--- config.mk ---
export PLATFORM = sky130hd
export DESIGN_NAME = gcrb_general_config_register_bank
export DESIGN_NICKNAME = d
export VERILOG_FILES = /design/src/include/gcrb_pkg.sv /design/src/gcrb_general_config_register_bank.sv
export VERILOG_INCLUDE_DIRS = /design/src /design/src/include
export SDC_FILE = /design/constraint.sdc
export NUM_CORES = 1
export LEC_CHECK = 0
export ABC_AREA = 1
export ABC_CLOCK_PERIOD_IN_PS = 2300
export BUFFER_PORTS_ARGS = -buffer_cell sky130_fd_sc_hd__clkbuf_2
export CORE_ASPECT_RATIO = 0.75
export CORE_MARGIN = 5
export CORE_UTILIZATION = 40
export CTS_CLUSTER_DIAMETER = 50
export CTS_CLUSTER_SIZE = 24
export DETAILED_ROUTE_END_ITERATION = 10
export PLACE_DENSITY = 0.63
export REMOVE_ABC_BUFFERS = 1
export SLEW_MARGIN = 0
export SYNTH_ARGS = -nofsm -noshare
export SYNTH_HDL_FRONTEND = slang
export SYNTH_SLANG_ARGS = --single-unit
--- constraint.sdc ---
create_clock -name aclk -period 2.3 [get_ports aclk]
set_input_delay 0.46 -clock aclk [delete_from_list [all_inputs] [get_ports aclk]]
set_output_delay 0.46 -clock aclk [all_outputs]
set_load 0.05 [all_outputs]
--- src/include/gcrb_consts.svh ---
`ifndef GCRB_CONSTS_SVH
`define GCRB_CONSTS_SVH

// Register indices (byte address = index * 4)
`define GCRB_IDX_GEN_CFG_A 8'h30
`define GCRB_IDX_SPV_IRQ_EN 8'h31
`define GCRB_IDX_IRQ_MASK_HI 8'h32
`define GCRB_IDX_IRQ_MASK_LO 8'h33
`define GCRB_IDX_SEC_CH1_HI 8'h34
`define GCRB_IDX_SEC_CH1_LO 8'h35
`define GCRB_IDX_SEC_CH2_HI 8'h36
`define GCRB_IDX_SEC_CH2_LO 8'h37
`define GCRB_IDX_WATCHDOG 8'h38
`define GCRB_IDX_LOCK_RST 8'h39
`define GCRB_IDX_CJ_TEMP_HI 8'h3a
`define GCRB_IDX_CJ_TEMP_LO 8'h3b
`define GCRB_IDX_DIE_TEMP 8'h3c
`define GCRB_IDX_DIAG_SEL 8'h3d
`define GCRB_IDX_DIAG_HI 8'h3e
`define GCRB_IDX_DIAG_LO 8'h3f
`define GCRB_IDX_EE_STORE 8'h40
`define GCRB_IDX_TW_ADDR 8'h41
`define GCRB_IDX_TW_PTR 8'h42
`define GCRB_IDX_TW_OP 8'h43
`define GCRB_IDX_TW_B1 8'h44
`define GCRB_IDX_TW_B4 8'h47
`define GCRB_IDX_REV 8'h48
`define GCRB_IDX_LOT 8'h49
`define GCRB_IDX_WAFER 8'h4a
`define GCRB_IDX_DIE_IDX 8'h4b
`define GCRB_IDX_SEC_STAT1 8'h4e
`define GCRB_IDX_SEC_STAT2 8'h4f
`define GCRB_IDX_SPV_STAT 8'h52
// Own registers: interrupt status and start-up status
`define GCRB_IDX_IRQ_STAT 8'h60
`define GCRB_IDX_BOOT_STAT 8'h61

// Lock engages when this code is written to the lock register
`define GCRB_LOCK_CODE 8'h5a
// Soft reset when this code is written to the lock register
`define GCRB_SOFT_RST_CODE 8'ha5
// Automatic diagnostic enable bit in diagnostic_select
`define GCRB_DIAG_EN_BIT 7
`define GCRB_DIAG_CH_MASK 8'h8f
`define GCRB_STAT7_MASK 8'h7f

// Interrupt status bit positions
`define GCRB_IRQ_BOOT_DONE 0
`define GCRB_IRQ_CRC_ERR 1
`define GCRB_IRQ_LOCK_REFUSED 2
`define GCRB_IRQ_SPV 3

// EEPROM image: first and last loadable index
`define GCRB_EE_FIRST 8'h30
`define GCRB_EE_LAST 8'h38

// Reset defaults
`define GCRB_RST_ZERO 8'h00
`define GCRB_RST_WATCHDOG 8'h00

// Identity values: arbitrary
`define GCRB_ID_REV 8'h01
`define GCRB_ID_LOT 8'h00

// AXI responses
`define GCRB_RESP_OKAY 2'b00
`define GCRB_RESP_SLVERR 2'b10

`endif

--- src/include/gcrb_pkg.sv ---
package gcrb_pkg;

typedef enum {
    GCRB_BOOT_IDLE,
    GCRB_BOOT_REQ,
    GCRB_BOOT_WAIT,
    GCRB_BOOT_CHECK,
    GCRB_BOOT_DONE
} gcrb_boot_type;

typedef struct packed {
    logic [7:0] gen_cfg_a;
    logic [7:0] spv_irq_en;
    logic [15:0] irq_mask;
    logic [15:0] sec_ch1;
    logic [15:0] sec_ch2;
    logic [7:0] watchdog;
} gcrb_cfg_type;

typedef struct packed {
    logic awready;
    logic wready;
    logic bvalid;
    logic [1:0] bresp;
    logic arready;
    logic rvalid;
    logic [1:0] rresp;
    logic [31:0] rdata;
} gcrb_axi_out_type;

typedef struct packed {
    gcrb_cfg_type cfg;
    gcrb_cfg_type shadow;
    logic locked;
    logic [7:0] lock_reg;
    logic [15:0] cj_temp;
    logic [7:0] diag_sel;
    logic [7:0] ee_store;
    logic [7:0] tw_addr;
    logic [7:0] tw_ptr;
    logic [7:0] tw_op;
    logic [31:0] tw_data;
    logic [15:0] irq_stat;
    gcrb_boot_type boot;
    logic [7:0] ee_idx;
    logic crc_ok;
    logic aw_held;
    logic [7:0] aw_idx;
    logic w_held;
    logic [31:0] wdata;
    logic [3:0] wstrb;
    gcrb_axi_out_type axi;
    logic ee_req;
    logic [7:0] ee_addr;
    logic soft_reset;
    logic irq;
} gcrb_state_type;

endpackage

--- src/gcrb_general_config_register_bank.sv ---
`timescale 1ns/1ps
`include "gcrb_consts.svh"
// Behaviour
// At start-up fetch every EEPROM-loadable configuration register from the EEPROM.
// Defaults after start-up; EEPROM values replace them only with a valid CRC.
// Lockable registers refuse writes while the lock is engaged.
// A control bit written 1 turns its function on, 0 turns it off.
// Per-channel registers exist separately for channel one and two, independent.
// Auto-configured registers are overridden by the device when conditions demand.
// Unmapped register bits read as zero and ignore writes.
module gcrb_general_config_register_bank (
    input wire logic aclk,
    input wire logic aresetn,
    input wire logic clk_en,
    input wire logic [31:0] s_axi_awaddr,
    input wire logic s_axi_awvalid,
    output logic s_axi_awready,
    input wire logic [31:0] s_axi_wdata,
    input wire logic [3:0] s_axi_wstrb,
    input wire logic s_axi_wvalid,
    output logic s_axi_wready,
    output logic [1:0] s_axi_bresp,
    output logic s_axi_bvalid,
    input wire logic s_axi_bready,
    input wire logic [31:0] s_axi_araddr,
    input wire logic s_axi_arvalid,
    output logic s_axi_arready,
    output logic [31:0] s_axi_rdata,
    output logic [1:0] s_axi_rresp,
    output logic s_axi_rvalid,
    input wire logic s_axi_rready,
    output logic ee_req,
    output logic [7:0] ee_addr,
    input wire logic ee_ack,
    input wire logic [7:0] ee_data,
    input wire logic ee_crc_valid,
    input wire logic [7:0] die_temp,
    input wire logic [13:0] diag_result,
    input wire logic [7:0] sec_status_ch1,
    input wire logic [7:0] sec_status_ch2,
    input wire logic [7:0] spv_status,
    input wire logic [7:0] wafer_die_high,
    input wire logic [7:0] die_index_low,
    input wire logic diag_auto_req,
    input wire logic [3:0] diag_auto_ch,
    input wire logic cj_temp_valid,
    input wire logic [15:0] cj_temp_meas,
    output gcrb_pkg::gcrb_cfg_type cfg_out,
    output logic locked,
    output logic soft_reset,
    output logic boot_done,
    output logic irq
);

    gcrb_pkg::gcrb_state_type state_reg;
    gcrb_pkg::gcrb_state_type state_next;

    function automatic logic [7:0] merge_byte(input logic [7:0] old_v, input logic [7:0] new_v,
                                              input logic strobe);
        merge_byte = strobe ? new_v : old_v;
    endfunction

    function automatic logic is_lockable(input logic [7:0] idx);
        is_lockable = (idx >= `GCRB_IDX_GEN_CFG_A) && (idx <= `GCRB_IDX_WATCHDOG);
    endfunction

    function automatic logic [7:0] cfg_byte(input gcrb_pkg::gcrb_cfg_type c, input logic [7:0] idx);
        logic [7:0] v;
        v = 8'h00;
        if (idx == `GCRB_IDX_GEN_CFG_A) begin
            v = c.gen_cfg_a;
        end else if (idx == `GCRB_IDX_SPV_IRQ_EN) begin
            v = c.spv_irq_en;
        end else if (idx == `GCRB_IDX_IRQ_MASK_HI) begin
            v = c.irq_mask[15:8];
        end else if (idx == `GCRB_IDX_IRQ_MASK_LO) begin
            v = c.irq_mask[7:0];
        end else if (idx == `GCRB_IDX_SEC_CH1_HI) begin
            v = c.sec_ch1[15:8];
        end else if (idx == `GCRB_IDX_SEC_CH1_LO) begin
            v = c.sec_ch1[7:0];
        end else if (idx == `GCRB_IDX_SEC_CH2_HI) begin
            v = c.sec_ch2[15:8];
        end else if (idx == `GCRB_IDX_SEC_CH2_LO) begin
            v = c.sec_ch2[7:0];
        end else if (idx == `GCRB_IDX_WATCHDOG) begin
            v = c.watchdog;
        end
        return v;
    endfunction

    function automatic gcrb_pkg::gcrb_cfg_type cfg_write(input gcrb_pkg::gcrb_cfg_type c,
                                                          input logic [7:0] idx,
                                                          input logic [7:0] d);
        gcrb_pkg::gcrb_cfg_type r;
        r = c;
        if (idx == `GCRB_IDX_GEN_CFG_A) begin
            r.gen_cfg_a = d;
        end else if (idx == `GCRB_IDX_SPV_IRQ_EN) begin
            r.spv_irq_en = d;
        end else if (idx == `GCRB_IDX_IRQ_MASK_HI) begin
            r.irq_mask[15:8] = d;
        end else if (idx == `GCRB_IDX_IRQ_MASK_LO) begin
            r.irq_mask[7:0] = d;
        end else if (idx == `GCRB_IDX_SEC_CH1_HI) begin
            r.sec_ch1[15:8] = d;
        end else if (idx == `GCRB_IDX_SEC_CH1_LO) begin
            r.sec_ch1[7:0] = d;
        end else if (idx == `GCRB_IDX_SEC_CH2_HI) begin
            r.sec_ch2[15:8] = d;
        end else if (idx == `GCRB_IDX_SEC_CH2_LO) begin
            r.sec_ch2[7:0] = d;
        end else if (idx == `GCRB_IDX_WATCHDOG) begin
            r.watchdog = d;
        end
        return r;
    endfunction

    function automatic logic is_mapped(input logic [7:0] idx);
        is_mapped = (idx >= `GCRB_IDX_GEN_CFG_A && idx <= `GCRB_IDX_DIE_IDX)
            || idx == `GCRB_IDX_SEC_STAT1 || idx == `GCRB_IDX_SEC_STAT2
            || idx == `GCRB_IDX_SPV_STAT || idx == `GCRB_IDX_IRQ_STAT
            || idx == `GCRB_IDX_BOOT_STAT;
    endfunction

    function automatic logic [7:0] read_byte(input gcrb_pkg::gcrb_state_type s,
                                             input logic [7:0] idx,
                                             input logic [7:0] dt, input logic [13:0] dr,
                                             input logic [7:0] st1, input logic [7:0] st2,
                                             input logic [7:0] spv, input logic [7:0] wdh,
                                             input logic [7:0] dil);
        logic [7:0] v;
        v = 8'h00;
        if (idx <= `GCRB_IDX_WATCHDOG && idx >= `GCRB_IDX_GEN_CFG_A) begin
            v = cfg_byte(s.cfg, idx);
        end else if (idx == `GCRB_IDX_LOCK_RST) begin
            v = s.lock_reg;
        end else if (idx == `GCRB_IDX_CJ_TEMP_HI) begin
            v = s.cj_temp[15:8];
        end else if (idx == `GCRB_IDX_CJ_TEMP_LO) begin
            v = s.cj_temp[7:0];
        end else if (idx == `GCRB_IDX_DIE_TEMP) begin
            v = dt;
        end else if (idx == `GCRB_IDX_DIAG_SEL) begin
            v = s.diag_sel & `GCRB_DIAG_CH_MASK;
        end else if (idx == `GCRB_IDX_DIAG_HI) begin
            v = dr[13:6];
        end else if (idx == `GCRB_IDX_DIAG_LO) begin
            v = {dr[5:0], 2'b00};
        end else if (idx == `GCRB_IDX_EE_STORE) begin
            v = s.ee_store;
        end else if (idx == `GCRB_IDX_TW_ADDR) begin
            v = s.tw_addr;
        end else if (idx == `GCRB_IDX_TW_PTR) begin
            v = s.tw_ptr;
        end else if (idx == `GCRB_IDX_TW_OP) begin
            v = s.tw_op;
        end else if (idx >= `GCRB_IDX_TW_B1 && idx <= `GCRB_IDX_TW_B4) begin
            v = s.tw_data[8 * (idx[1:0]) +: 8];
        end else if (idx == `GCRB_IDX_REV) begin
            v = `GCRB_ID_REV;
        end else if (idx == `GCRB_IDX_LOT) begin
            v = `GCRB_ID_LOT;
        end else if (idx == `GCRB_IDX_WAFER) begin
            v = wdh;
        end else if (idx == `GCRB_IDX_DIE_IDX) begin
            v = dil;
        end else if (idx == `GCRB_IDX_SEC_STAT1) begin
            v = st1 & `GCRB_STAT7_MASK;
        end else if (idx == `GCRB_IDX_SEC_STAT2) begin
            v = st2 & `GCRB_STAT7_MASK;
        end else if (idx == `GCRB_IDX_SPV_STAT) begin
            v = spv;
        end else if (idx == `GCRB_IDX_IRQ_STAT) begin
            v = s.irq_stat[7:0];
        end else if (idx == `GCRB_IDX_BOOT_STAT) begin
            v = {6'h00, s.crc_ok, s.boot == gcrb_pkg::GCRB_BOOT_DONE};
        end
        return v;
    endfunction

    logic [7:0] widx;
    logic [7:0] wbyte;
    logic [7:0] ridx;
    logic [15:0] irq_set;
    logic wr_fire;

    always_comb begin
        state_next = state_reg;
        irq_set = 16'h0000;
        widx = state_reg.aw_idx;
        wbyte = state_reg.wdata[7:0];
        wr_fire = 1'b0;
        ridx = s_axi_araddr[9:2];
        state_next.soft_reset = 1'b0;
        state_next.ee_req = 1'b0;

        // Start-up load from the EEPROM into a shadow copy
        case (state_reg.boot)
            gcrb_pkg::GCRB_BOOT_IDLE: begin
                state_next.ee_idx = `GCRB_EE_FIRST;
                state_next.boot = gcrb_pkg::GCRB_BOOT_REQ;
            end
            gcrb_pkg::GCRB_BOOT_REQ: begin
                state_next.ee_req = 1'b1;
                state_next.ee_addr = state_reg.ee_idx;
                state_next.boot = gcrb_pkg::GCRB_BOOT_WAIT;
            end
            gcrb_pkg::GCRB_BOOT_WAIT: begin
                if (ee_ack) begin
                    state_next.shadow = cfg_write(state_reg.shadow, state_reg.ee_idx, ee_data);
                    if (state_reg.ee_idx == `GCRB_EE_LAST) begin
                        state_next.boot = gcrb_pkg::GCRB_BOOT_CHECK;
                    end else begin
                        state_next.ee_idx = state_reg.ee_idx + 8'h01;
                        state_next.boot = gcrb_pkg::GCRB_BOOT_REQ;
                    end
                end
            end
            gcrb_pkg::GCRB_BOOT_CHECK: begin
                state_next.crc_ok = ee_crc_valid;
                if (ee_crc_valid) begin
                    state_next.cfg = state_reg.shadow;
                end else begin
                    irq_set[`GCRB_IRQ_CRC_ERR] = 1'b1;
                end
                irq_set[`GCRB_IRQ_BOOT_DONE] = 1'b1;
                state_next.boot = gcrb_pkg::GCRB_BOOT_DONE;
            end
            gcrb_pkg::GCRB_BOOT_DONE: begin
                state_next.boot = gcrb_pkg::GCRB_BOOT_DONE;
            end
            default: begin
                state_next.boot = gcrb_pkg::GCRB_BOOT_IDLE;
            end
        endcase

        // AXI write channel
        if (state_reg.axi.awready && s_axi_awvalid) begin
            state_next.aw_held = 1'b1;
            state_next.aw_idx = s_axi_awaddr[9:2];
            state_next.axi.awready = 1'b0;
            widx = s_axi_awaddr[9:2];
        end
        if (state_reg.axi.wready && s_axi_wvalid) begin
            state_next.w_held = 1'b1;
            state_next.wdata = s_axi_wdata;
            state_next.wstrb = s_axi_wstrb;
            state_next.axi.wready = 1'b0;
        end
        if (state_reg.aw_held && state_reg.w_held && !state_reg.axi.bvalid) begin
            wr_fire = state_reg.wstrb[0];
            state_next.axi.bvalid = 1'b1;
            state_next.axi.bresp = is_mapped(state_reg.aw_idx) ? `GCRB_RESP_OKAY
                                                                : `GCRB_RESP_SLVERR;
            state_next.aw_held = 1'b0;
            state_next.w_held = 1'b0;
        end
        if (state_reg.axi.bvalid && s_axi_bready) begin
            state_next.axi.bvalid = 1'b0;
            state_next.axi.awready = 1'b1;
            state_next.axi.wready = 1'b1;
        end

        if (wr_fire) begin
            widx = state_reg.aw_idx;
            if (is_lockable(widx)) begin
                if (state_reg.locked) begin
                    irq_set[`GCRB_IRQ_LOCK_REFUSED] = 1'b1;
                end else begin
                    state_next.cfg = cfg_write(state_next.cfg, widx, wbyte);
                end
            end else if (widx == `GCRB_IDX_LOCK_RST) begin
                state_next.lock_reg = wbyte;
                state_next.locked = (wbyte == `GCRB_LOCK_CODE);
                state_next.soft_reset = (wbyte == `GCRB_SOFT_RST_CODE);
            end else if (widx == `GCRB_IDX_CJ_TEMP_HI) begin
                state_next.cj_temp[15:8] = wbyte;
            end else if (widx == `GCRB_IDX_CJ_TEMP_LO) begin
                state_next.cj_temp[7:0] = wbyte;
            end else if (widx == `GCRB_IDX_DIAG_SEL) begin
                state_next.diag_sel = wbyte & `GCRB_DIAG_CH_MASK;
            end else if (widx == `GCRB_IDX_EE_STORE) begin
                state_next.ee_store = wbyte;
            end else if (widx == `GCRB_IDX_TW_ADDR) begin
                state_next.tw_addr = wbyte;
            end else if (widx == `GCRB_IDX_TW_PTR) begin
                state_next.tw_ptr = wbyte;
            end else if (widx == `GCRB_IDX_TW_OP) begin
                state_next.tw_op = wbyte;
            end else if (widx >= `GCRB_IDX_TW_B1 && widx <= `GCRB_IDX_TW_B4) begin
                state_next.tw_data[8 * (widx[1:0]) +: 8] = wbyte;
            end else if (widx == `GCRB_IDX_IRQ_STAT) begin
                state_next.irq_stat[7:0] = state_reg.irq_stat[7:0] & ~wbyte;
            end
        end

        // Device-chosen contents override software values
        if (diag_auto_req) begin
            state_next.diag_sel = {1'b1, 3'b000, diag_auto_ch};
        end
        if (cj_temp_valid) begin
            state_next.cj_temp = cj_temp_meas;
        end
        irq_set[`GCRB_IRQ_SPV] = |(spv_status & state_reg.cfg.spv_irq_en);

        // AXI read channel
        if (state_reg.axi.arready && s_axi_arvalid) begin
            state_next.axi.arready = 1'b0;
            state_next.axi.rvalid = 1'b1;
            state_next.axi.rdata = {24'h000000, read_byte(state_reg, ridx, die_temp, diag_result,
                                    sec_status_ch1, sec_status_ch2, spv_status,
                                    wafer_die_high, die_index_low)};
            state_next.axi.rresp = is_mapped(ridx) ? `GCRB_RESP_OKAY : `GCRB_RESP_SLVERR;
        end
        if (state_reg.axi.rvalid && s_axi_rready) begin
            state_next.axi.rvalid = 1'b0;
            state_next.axi.arready = 1'b1;
        end

        // Set wins over a clear in the same cycle
        state_next.irq_stat = state_next.irq_stat | irq_set;
        state_next.irq = |(state_next.irq_stat & state_next.cfg.irq_mask);
    end

    always_ff @(posedge aclk) begin
        if (!aresetn || state_reg.soft_reset) begin
            state_reg <= '0;
            state_reg.boot <= gcrb_pkg::GCRB_BOOT_IDLE;
            state_reg.cfg.watchdog <= `GCRB_RST_WATCHDOG;
            state_reg.axi.awready <= 1'b1;
            state_reg.axi.wready <= 1'b1;
            state_reg.axi.arready <= 1'b1;
        end else if (clk_en) begin
            state_reg <= state_next;
        end
    end

    assign s_axi_awready = state_reg.axi.awready;
    assign s_axi_wready = state_reg.axi.wready;
    assign s_axi_bvalid = state_reg.axi.bvalid;
    assign s_axi_bresp = state_reg.axi.bresp;
    assign s_axi_arready = state_reg.axi.arready;
    assign s_axi_rvalid = state_reg.axi.rvalid;
    assign s_axi_rresp = state_reg.axi.rresp;
    assign s_axi_rdata = state_reg.axi.rdata;
    assign ee_req = state_reg.ee_req;
    assign ee_addr = state_reg.ee_addr;
    assign cfg_out = state_reg.cfg;
    assign locked = state_reg.locked;
    assign soft_reset = state_reg.soft_reset;
    assign boot_done = (state_reg.boot == gcrb_pkg::GCRB_BOOT_DONE);
    assign irq = state_reg.irq;

endmodule // gcrb_general_config_register_bank

Word level (Yosys, flattened, before mapping). Index checks and enable logic that the tools add are counted.

Bits in registers: 372. Input bits: 202. Output and inout port bits: 126. Word-level logic and storage cells: 346.

$add $sub $neg: 2. Order comparisons: 10. Eq/ne operators: 76. Shift-type cells: 3. Multiplexer cells: 113. Bitwise gates (word level): 22. Reduce and logical (&&, ||, !) cells: 74.

Operators by type and width (number): 2-to-1 mux 8 bit (61); 2-to-1 mux 72 bit (6); equality test 8 x 6 -> 1 bit (second input constant) (38); 2-to-1 mux 88 bit (3); equality test 8 x 7 -> 1 bit (second input constant) (23); 2-to-1 mux 64 bit (2); case mux 32 bit (4 select lines) (1); 2-to-1 mux 40 bit (3); 2-to-1 mux 56 bit (2); 2-to-1 mux 32 bit (3); 2-to-1 mux 48 bit (2); 2-to-1 mux 80 bit (1); equality test 32 x 2 -> 1 bit (second input constant) (2); 2-to-1 mux 37 bit (1); 2-to-1 mux 36 bit (1); negator 5 -> 34 bit (1); variable shift 8 x 34 -> 32 bit (first input constant) (1); indexed part select 8 x 34 -> 32 bit (1); bitwise mux 32 bit (1); equality test 32 x 1 -> 1 bit (second input constant) (1); equality test 32 x 3 -> 1 bit (second input constant) (1); equality test 32 x 4 -> 1 bit (second input constant) (1); <= comparator 8 x 7 -> 1 bit (second input constant) (4); logical NOT 32 bit (1); 36 further kinds (139).

Logic depth before layout (Yosys ltp).
Word-level depth: 25. Depth in mapped cells: 19. Mapped depth without buffers: 19.

Worst setup path after synthesis. Ideal clock, no wire load.

Kind: register to register. Start: register state_reg[109] (netlist bit). End: register state_reg (netlist bit s_axi_rdata[0]). Library setup time: 56 ps. Arrival: 2475 ps. Data required time: 2244 ps. Path slack: -230 ps. Cell stages (with the launch flop): 16. Buffers on the path: 0. Period minus slack after synthesis: 2530 ps. Cell sequence: dfxtp_1 nor3b_1 nand3_1 nand3_1 nand2_1 nand3_1 nand2_1 nand2_1 nand2_1 nand4_1 nand2_1 nand4_1 nand2_1 nand4_1 nand2_1 inv_1.

Longest elaborated chain between the ends: 23.

Ends and longest elaborated chain: start: declaration (line gcrb_general_config_register_bank.sv:55) `gcrb_pkg::gcrb_state_type state_reg;`; start signal: assignment (line gcrb_general_config_register_bank.sv:335) `state_reg <= state_next;`; equality test 32 x 4 -> 1 bit; named net boot_done (line gcrb_general_config_register_bank.sv:51) `output logic boot_done,`; 2-to-1 mux 2 bit (line gcrb_general_config_register_bank.sv:176) `` end else if (idx == `GCRB_IDX_BOOT_STAT) begin ``; 2-to-1 mux 8 bit (line gcrb_general_config_register_bank.sv:174) `` end else if (idx == `GCRB_IDX_IRQ_STAT) begin ``; 2-to-1 mux 8 bit (line gcrb_general_config_register_bank.sv:172) `` end else if (idx == `GCRB_IDX_SPV_STAT) begin ``; 2-to-1 mux 8 bit (line gcrb_general_config_register_bank.sv:170) `` end else if (idx == `GCRB_IDX_SEC_STAT2) begin ``; 2-to-1 mux 8 bit (line gcrb_general_config_register_bank.sv:168) `` end else if (idx == `GCRB_IDX_SEC_STAT1) begin ``; 2-to-1 mux 8 bit (line gcrb_general_config_register_bank.sv:166) `` end else if (idx == `GCRB_IDX_DIE_IDX) begin ``; [... 8 more ...]; 2-to-1 mux 8 bit (line gcrb_general_config_register_bank.sv:148) `` end else if (idx == `GCRB_IDX_DIAG_LO) begin ``; 2-to-1 mux 8 bit (line gcrb_general_config_register_bank.sv:146) `` end else if (idx == `GCRB_IDX_DIAG_HI) begin ``; 2-to-1 mux 8 bit (line gcrb_general_config_register_bank.sv:144) `` end else if (idx == `GCRB_IDX_DIAG_SEL) begin ``; 2-to-1 mux 8 bit (line gcrb_general_config_register_bank.sv:142) `` end else if (idx == `GCRB_IDX_DIE_TEMP) begin ``; 2-to-1 mux 8 bit (line gcrb_general_config_register_bank.sv:140) `` end else if (idx == `GCRB_IDX_CJ_TEMP_LO) begin ``; 2-to-1 mux 8 bit (line gcrb_general_config_register_bank.sv:138) `` end else if (idx == `GCRB_IDX_CJ_TEMP_HI) begin ``; 2-to-1 mux 8 bit (line gcrb_general_config_register_bank.sv:136) `` end else if (idx == `GCRB_IDX_LOCK_RST) begin ``; 2-to-1 mux 8 bit (line gcrb_general_config_register_bank.sv:134) `` if (idx <= `GCRB_IDX_WATCHDOG && idx >= `GCRB_IDX_GEN_CFG_A) begin ``.

The timed path passes the listed nets, and every way through them passes these cells. A chain may end at the register's enable or synchronous reset.

==> results.py <==
metrics = {
    "synth": {
        "yosysUniqueCellTypes": 57,
        "yosys_warnings": 0,
        "yosysTopAreaCellShare_pct": 36.8,
        "synth_area_mm2": 0.0165,
        "synth.avg_cell_area_um2": 6.99,
        "synth.area.top_cells": "dfxtp_1 (37%), nand2_1 (10%), a21oi_1 (7.4%)",
        "synth_edf_count": 0,
        "synth_cells": 2360,
        "ys_seq_area_share_pct": 36.8,
        "synth_top_area_cell": "dfxtp_1",
        "synth_seq_cells": 303,
        "synthArstFlopShare_pct": 0,
        "synth_flop_cell": "dfxtp_1",
    },
    "grt": {
        "grt_pass1_wl_um": 99200,
        "grt_pass1_vias": 16100,
        "grt_usage_pct": 28.0,
        "grt_remaining_overflow": 0,
        "grt_max_degree": 120,
        "antenna_found_initial": 2,
    },
    "worst_setup_path": {
        "worst_path_most_repeated_cell": "buf_4",
        "path_class": "reg2reg",
        "rr_startpoint": "state_reg[96]$_SDFFE_PP0P_",
        "critPathMaxStageDelay_ns": 0.35,
        "cp_data_arrival_time_ns": 2.77,
        "end_kind": "register",
        "cp_max_fo": 8,
        "crit_chain": "nor2_4 > buf_4 > nand3_4 > buf_4 > nor2_1 > nand3_1 > nand4_2 > buf_4 > inv_2 > nand2_2 > nor2_4 > buf_12 > nand2_8 > a21oi_1 > a211oi_1",
        "crit_slowest_cell": "dfxtp_2",
        "reg2reg_depth": 15,
        "required_ns": 2.77,
        "rrSetupSlack_ns": -0.005,
        "cp-start-kind": "register",
    },
    "place": {
        "dp.cells": 3098,
        "gp_routability_congestion": 0.965,
        "port_buffers": 224,
        "dp_hpwl_um": 50700,
        "dp_slack_ns": -0.591,
    },
    "clock_tree": {
        "htreeDepth": 2,
        "root_buffer": "clkbuf_16",
        "cts_buffers": 35,
        "clk_pin_slew_ns": 0.08,
        "cts_hold_buffers": 0,
        "clock_latency_ns": 0.55,
        "cts_sinks": 303,
        "clock_path_buffers": 3,
        "tritoncts": "yes",
    },
    "outcome": {
        "violations": "setup timing",
        "status": "finished with violations",
    },
    "floorplan": {
        "row_count": 64,
        "fp.dieH_um": 186,
        "core_mm2": 0.0408,
        "design.die.area_mm2": 0.0455,
        "start_util_pct": 40.5,
        "boundaryPins": 328,
        "dieWidth_um": 245,
    },
    "final_layout": {
        "finalNonFillerCells": 3190,
        "final_layout_size_suffix_gt1_share_pct": 25.7,
        "diodes": 0,
        "postLayoutCoreUtil_pct": 50.6,
        "layout.nets": 2845,
        "syn2layout_area_growth_pct": 24.9,
    },
    "flow_run": {
        "maxCapViolations": 0,
    },
    "sta": {
        "fmax_mhz": 434,
        "finalClockSkew_ns": 0.0279,
        "fin_ws_ns": -0.00468,
        "tightest_slew_ns": 0.713,
        "hold_viol_final": 0,
        "post-route-period-util_pct": 100,
        "min_period_ns": 2.30,
        "rsz0062_at_grt": "yes",
        "setup_viol": 1,
        "maxSlewHeadroom_pct": 52.1,
        "maxSlewViolCount": 0,
    },
    "route": {
        "drtIter0Drc": 2011,
        "vias_per_cell": 5.61,
        "drt-total-wl_um": 68200,
        "avgRoutedWirePerCell_um": 21.4,
        "via_count": 17900,
        "first_pass_iters": 6,
        "route.detailed.drc": 0,
        "antenna_left": 0,
    },
    "worst_hold_path": {
        "hold_class": "in2reg",
        "min_from": "cj_temp_meas[12]",
        "hold_depth": 3,
        "hold_end": "state_reg[239]$_SDFFE_PP0P_",
    },
    "power_and_ir_drop": {
        "total_power_mw": 13.0,
        "powerDensity_mw_per_mm2": 633,
        "p_leak_nw": 8.42,
        "ir_drop_mv": 0.414,
    },
}
[power by group]
part	switching [mW]	internal [mW]
registers	0.100	5.34
logic	1.10	0.440
clock network	2.72	3.34
total	3.92	9.12
[cells in the final DEF (no fill, tap or decap), types with 14 or more instances in the layout]
master | synthesis | routed
nor3_1 | 25 | 21
dfxtp_1 | 303 | 295
nor2_2 | 11 | 21
nand2_1 | 451 | 434
inv_2 | 9 | 21
nand4_1 | 36 | 36
clkbuf_2 | 0 | 223
a211oi_1 | 57 | 54
buf_12 | 0 | 16
a21oi_1 | 243 | 241
inv_1 | 250 | 236
nor2_1 | 173 | 150
a31oi_1 | 18 | 17
nand2_2 | 11 | 21
nand3_1 | 109 | 102
nor2_4 | 3 | 16
or2_2 | 14 | 14
conb_1 | 1 | 26
o211ai_1 | 117 | 117
o21ai_0 | 182 | 173
clkbuf_16 | 0 | 38
buf_4 | 120 | 195
[area by class of cell]
type                       count  area [um^2]
timing repair buffer         443         3020
sequential                   303         6080
fill                        4024        20100
clock inverter                25          320
clock buffer                  39          932
multi-input combinational   1584         8580
inverter                     266         1010
tap                          528          661
timing repair inverter         2         10.0
[cell families after synthesis]
group           count (synthesis)  synth area share (%)
flops                         303                  36.8
fa+ha+maj                       8                 0.606
xor+xnor                        2                 0.106
buf+inv                       500                  14.5
simple gates                  873                  23.7
compound gates                673                  24.3
other cells                     1                0.0227
[per-layer routing]
metal	track usage [%]	vias to the layer above	routed length, um
met5	0	-	0
met4	7.92	0	1940
met3	7.29	127	7390
met2	41.2	894	28200
met1	40.6	8453	30600
li1	-	8417	-
[worst max-delay path: cells and delay by family, from the launching register on]
family	cells	cell delay, ns
compound gates	2	0.26
simple gates	8	0.96
buf+inv	5	0.66
flops	1	0.35
[how the worst max path moves through the flow]
stage                                    start                          end  slack [ns]  cells past startpoint
global placement               s_axi_araddr[2]  s_axi_rdata[7]$_SDFFE_PP0P_       -0.58                     17
detailed placement             s_axi_araddr[2]  s_axi_rdata[7]$_SDFFE_PP0P_       -0.59                     17
finish              state_reg[96]$_SDFFE_PP0P_                     register      -0.005                     15
CTS                 state_reg[89]$_SDFFE_PP0P_      cfg_out[9]$_SDFFE_PP0P_      0.0009                     12
global route        state_reg[96]$_SDFFE_PP0P_                     register       -0.12                     16
floorplan              soft_reset$_SDFFE_PP0P_  s_axi_bresp[1]$_SDFFE_PP0P_       -5.71                      3
[synth_stat cells (8+ instances only)]
cell	instances
a211oi_1	57
a21oi_1	243
a221oi_1	8
a31oi_1	18
buf_2	29
buf_4	120
clkbuf_1	74
dfxtp_1	303
ha_1	8
inv_1	250
inv_2	9
nand2_1	451
nand2_2	11
nand3_1	109
nand4_1	36
nor2_1	173
nor2_2	11
nor3_1	25
o2111ai_1	9
o211ai_1	117
o21ai_0	182
o22ai_1	11
or2_2	14
[what timing repair did]
item                                    CTS  global route
buffers inserted                          0            22
cloned                                    0             6
endpoints found under the setup margin   11           156
pin swaps                                 0            33
gates resized for setup                   3           136
[stage by stage]
step                      cell area (um^2)  hold WS [ns]  TNS [ns]
final                                20600         0.162  -0.00468
after global routing                 20600         0.178     -1.95
after CTS                            19900         0.153         0
after detailed placement             18600         0.438     -4.07
after global placement               18600         0.433     -3.87
after floorplan                      15200         0.426  -1168.29
Power figures use the tool's default switching activity.
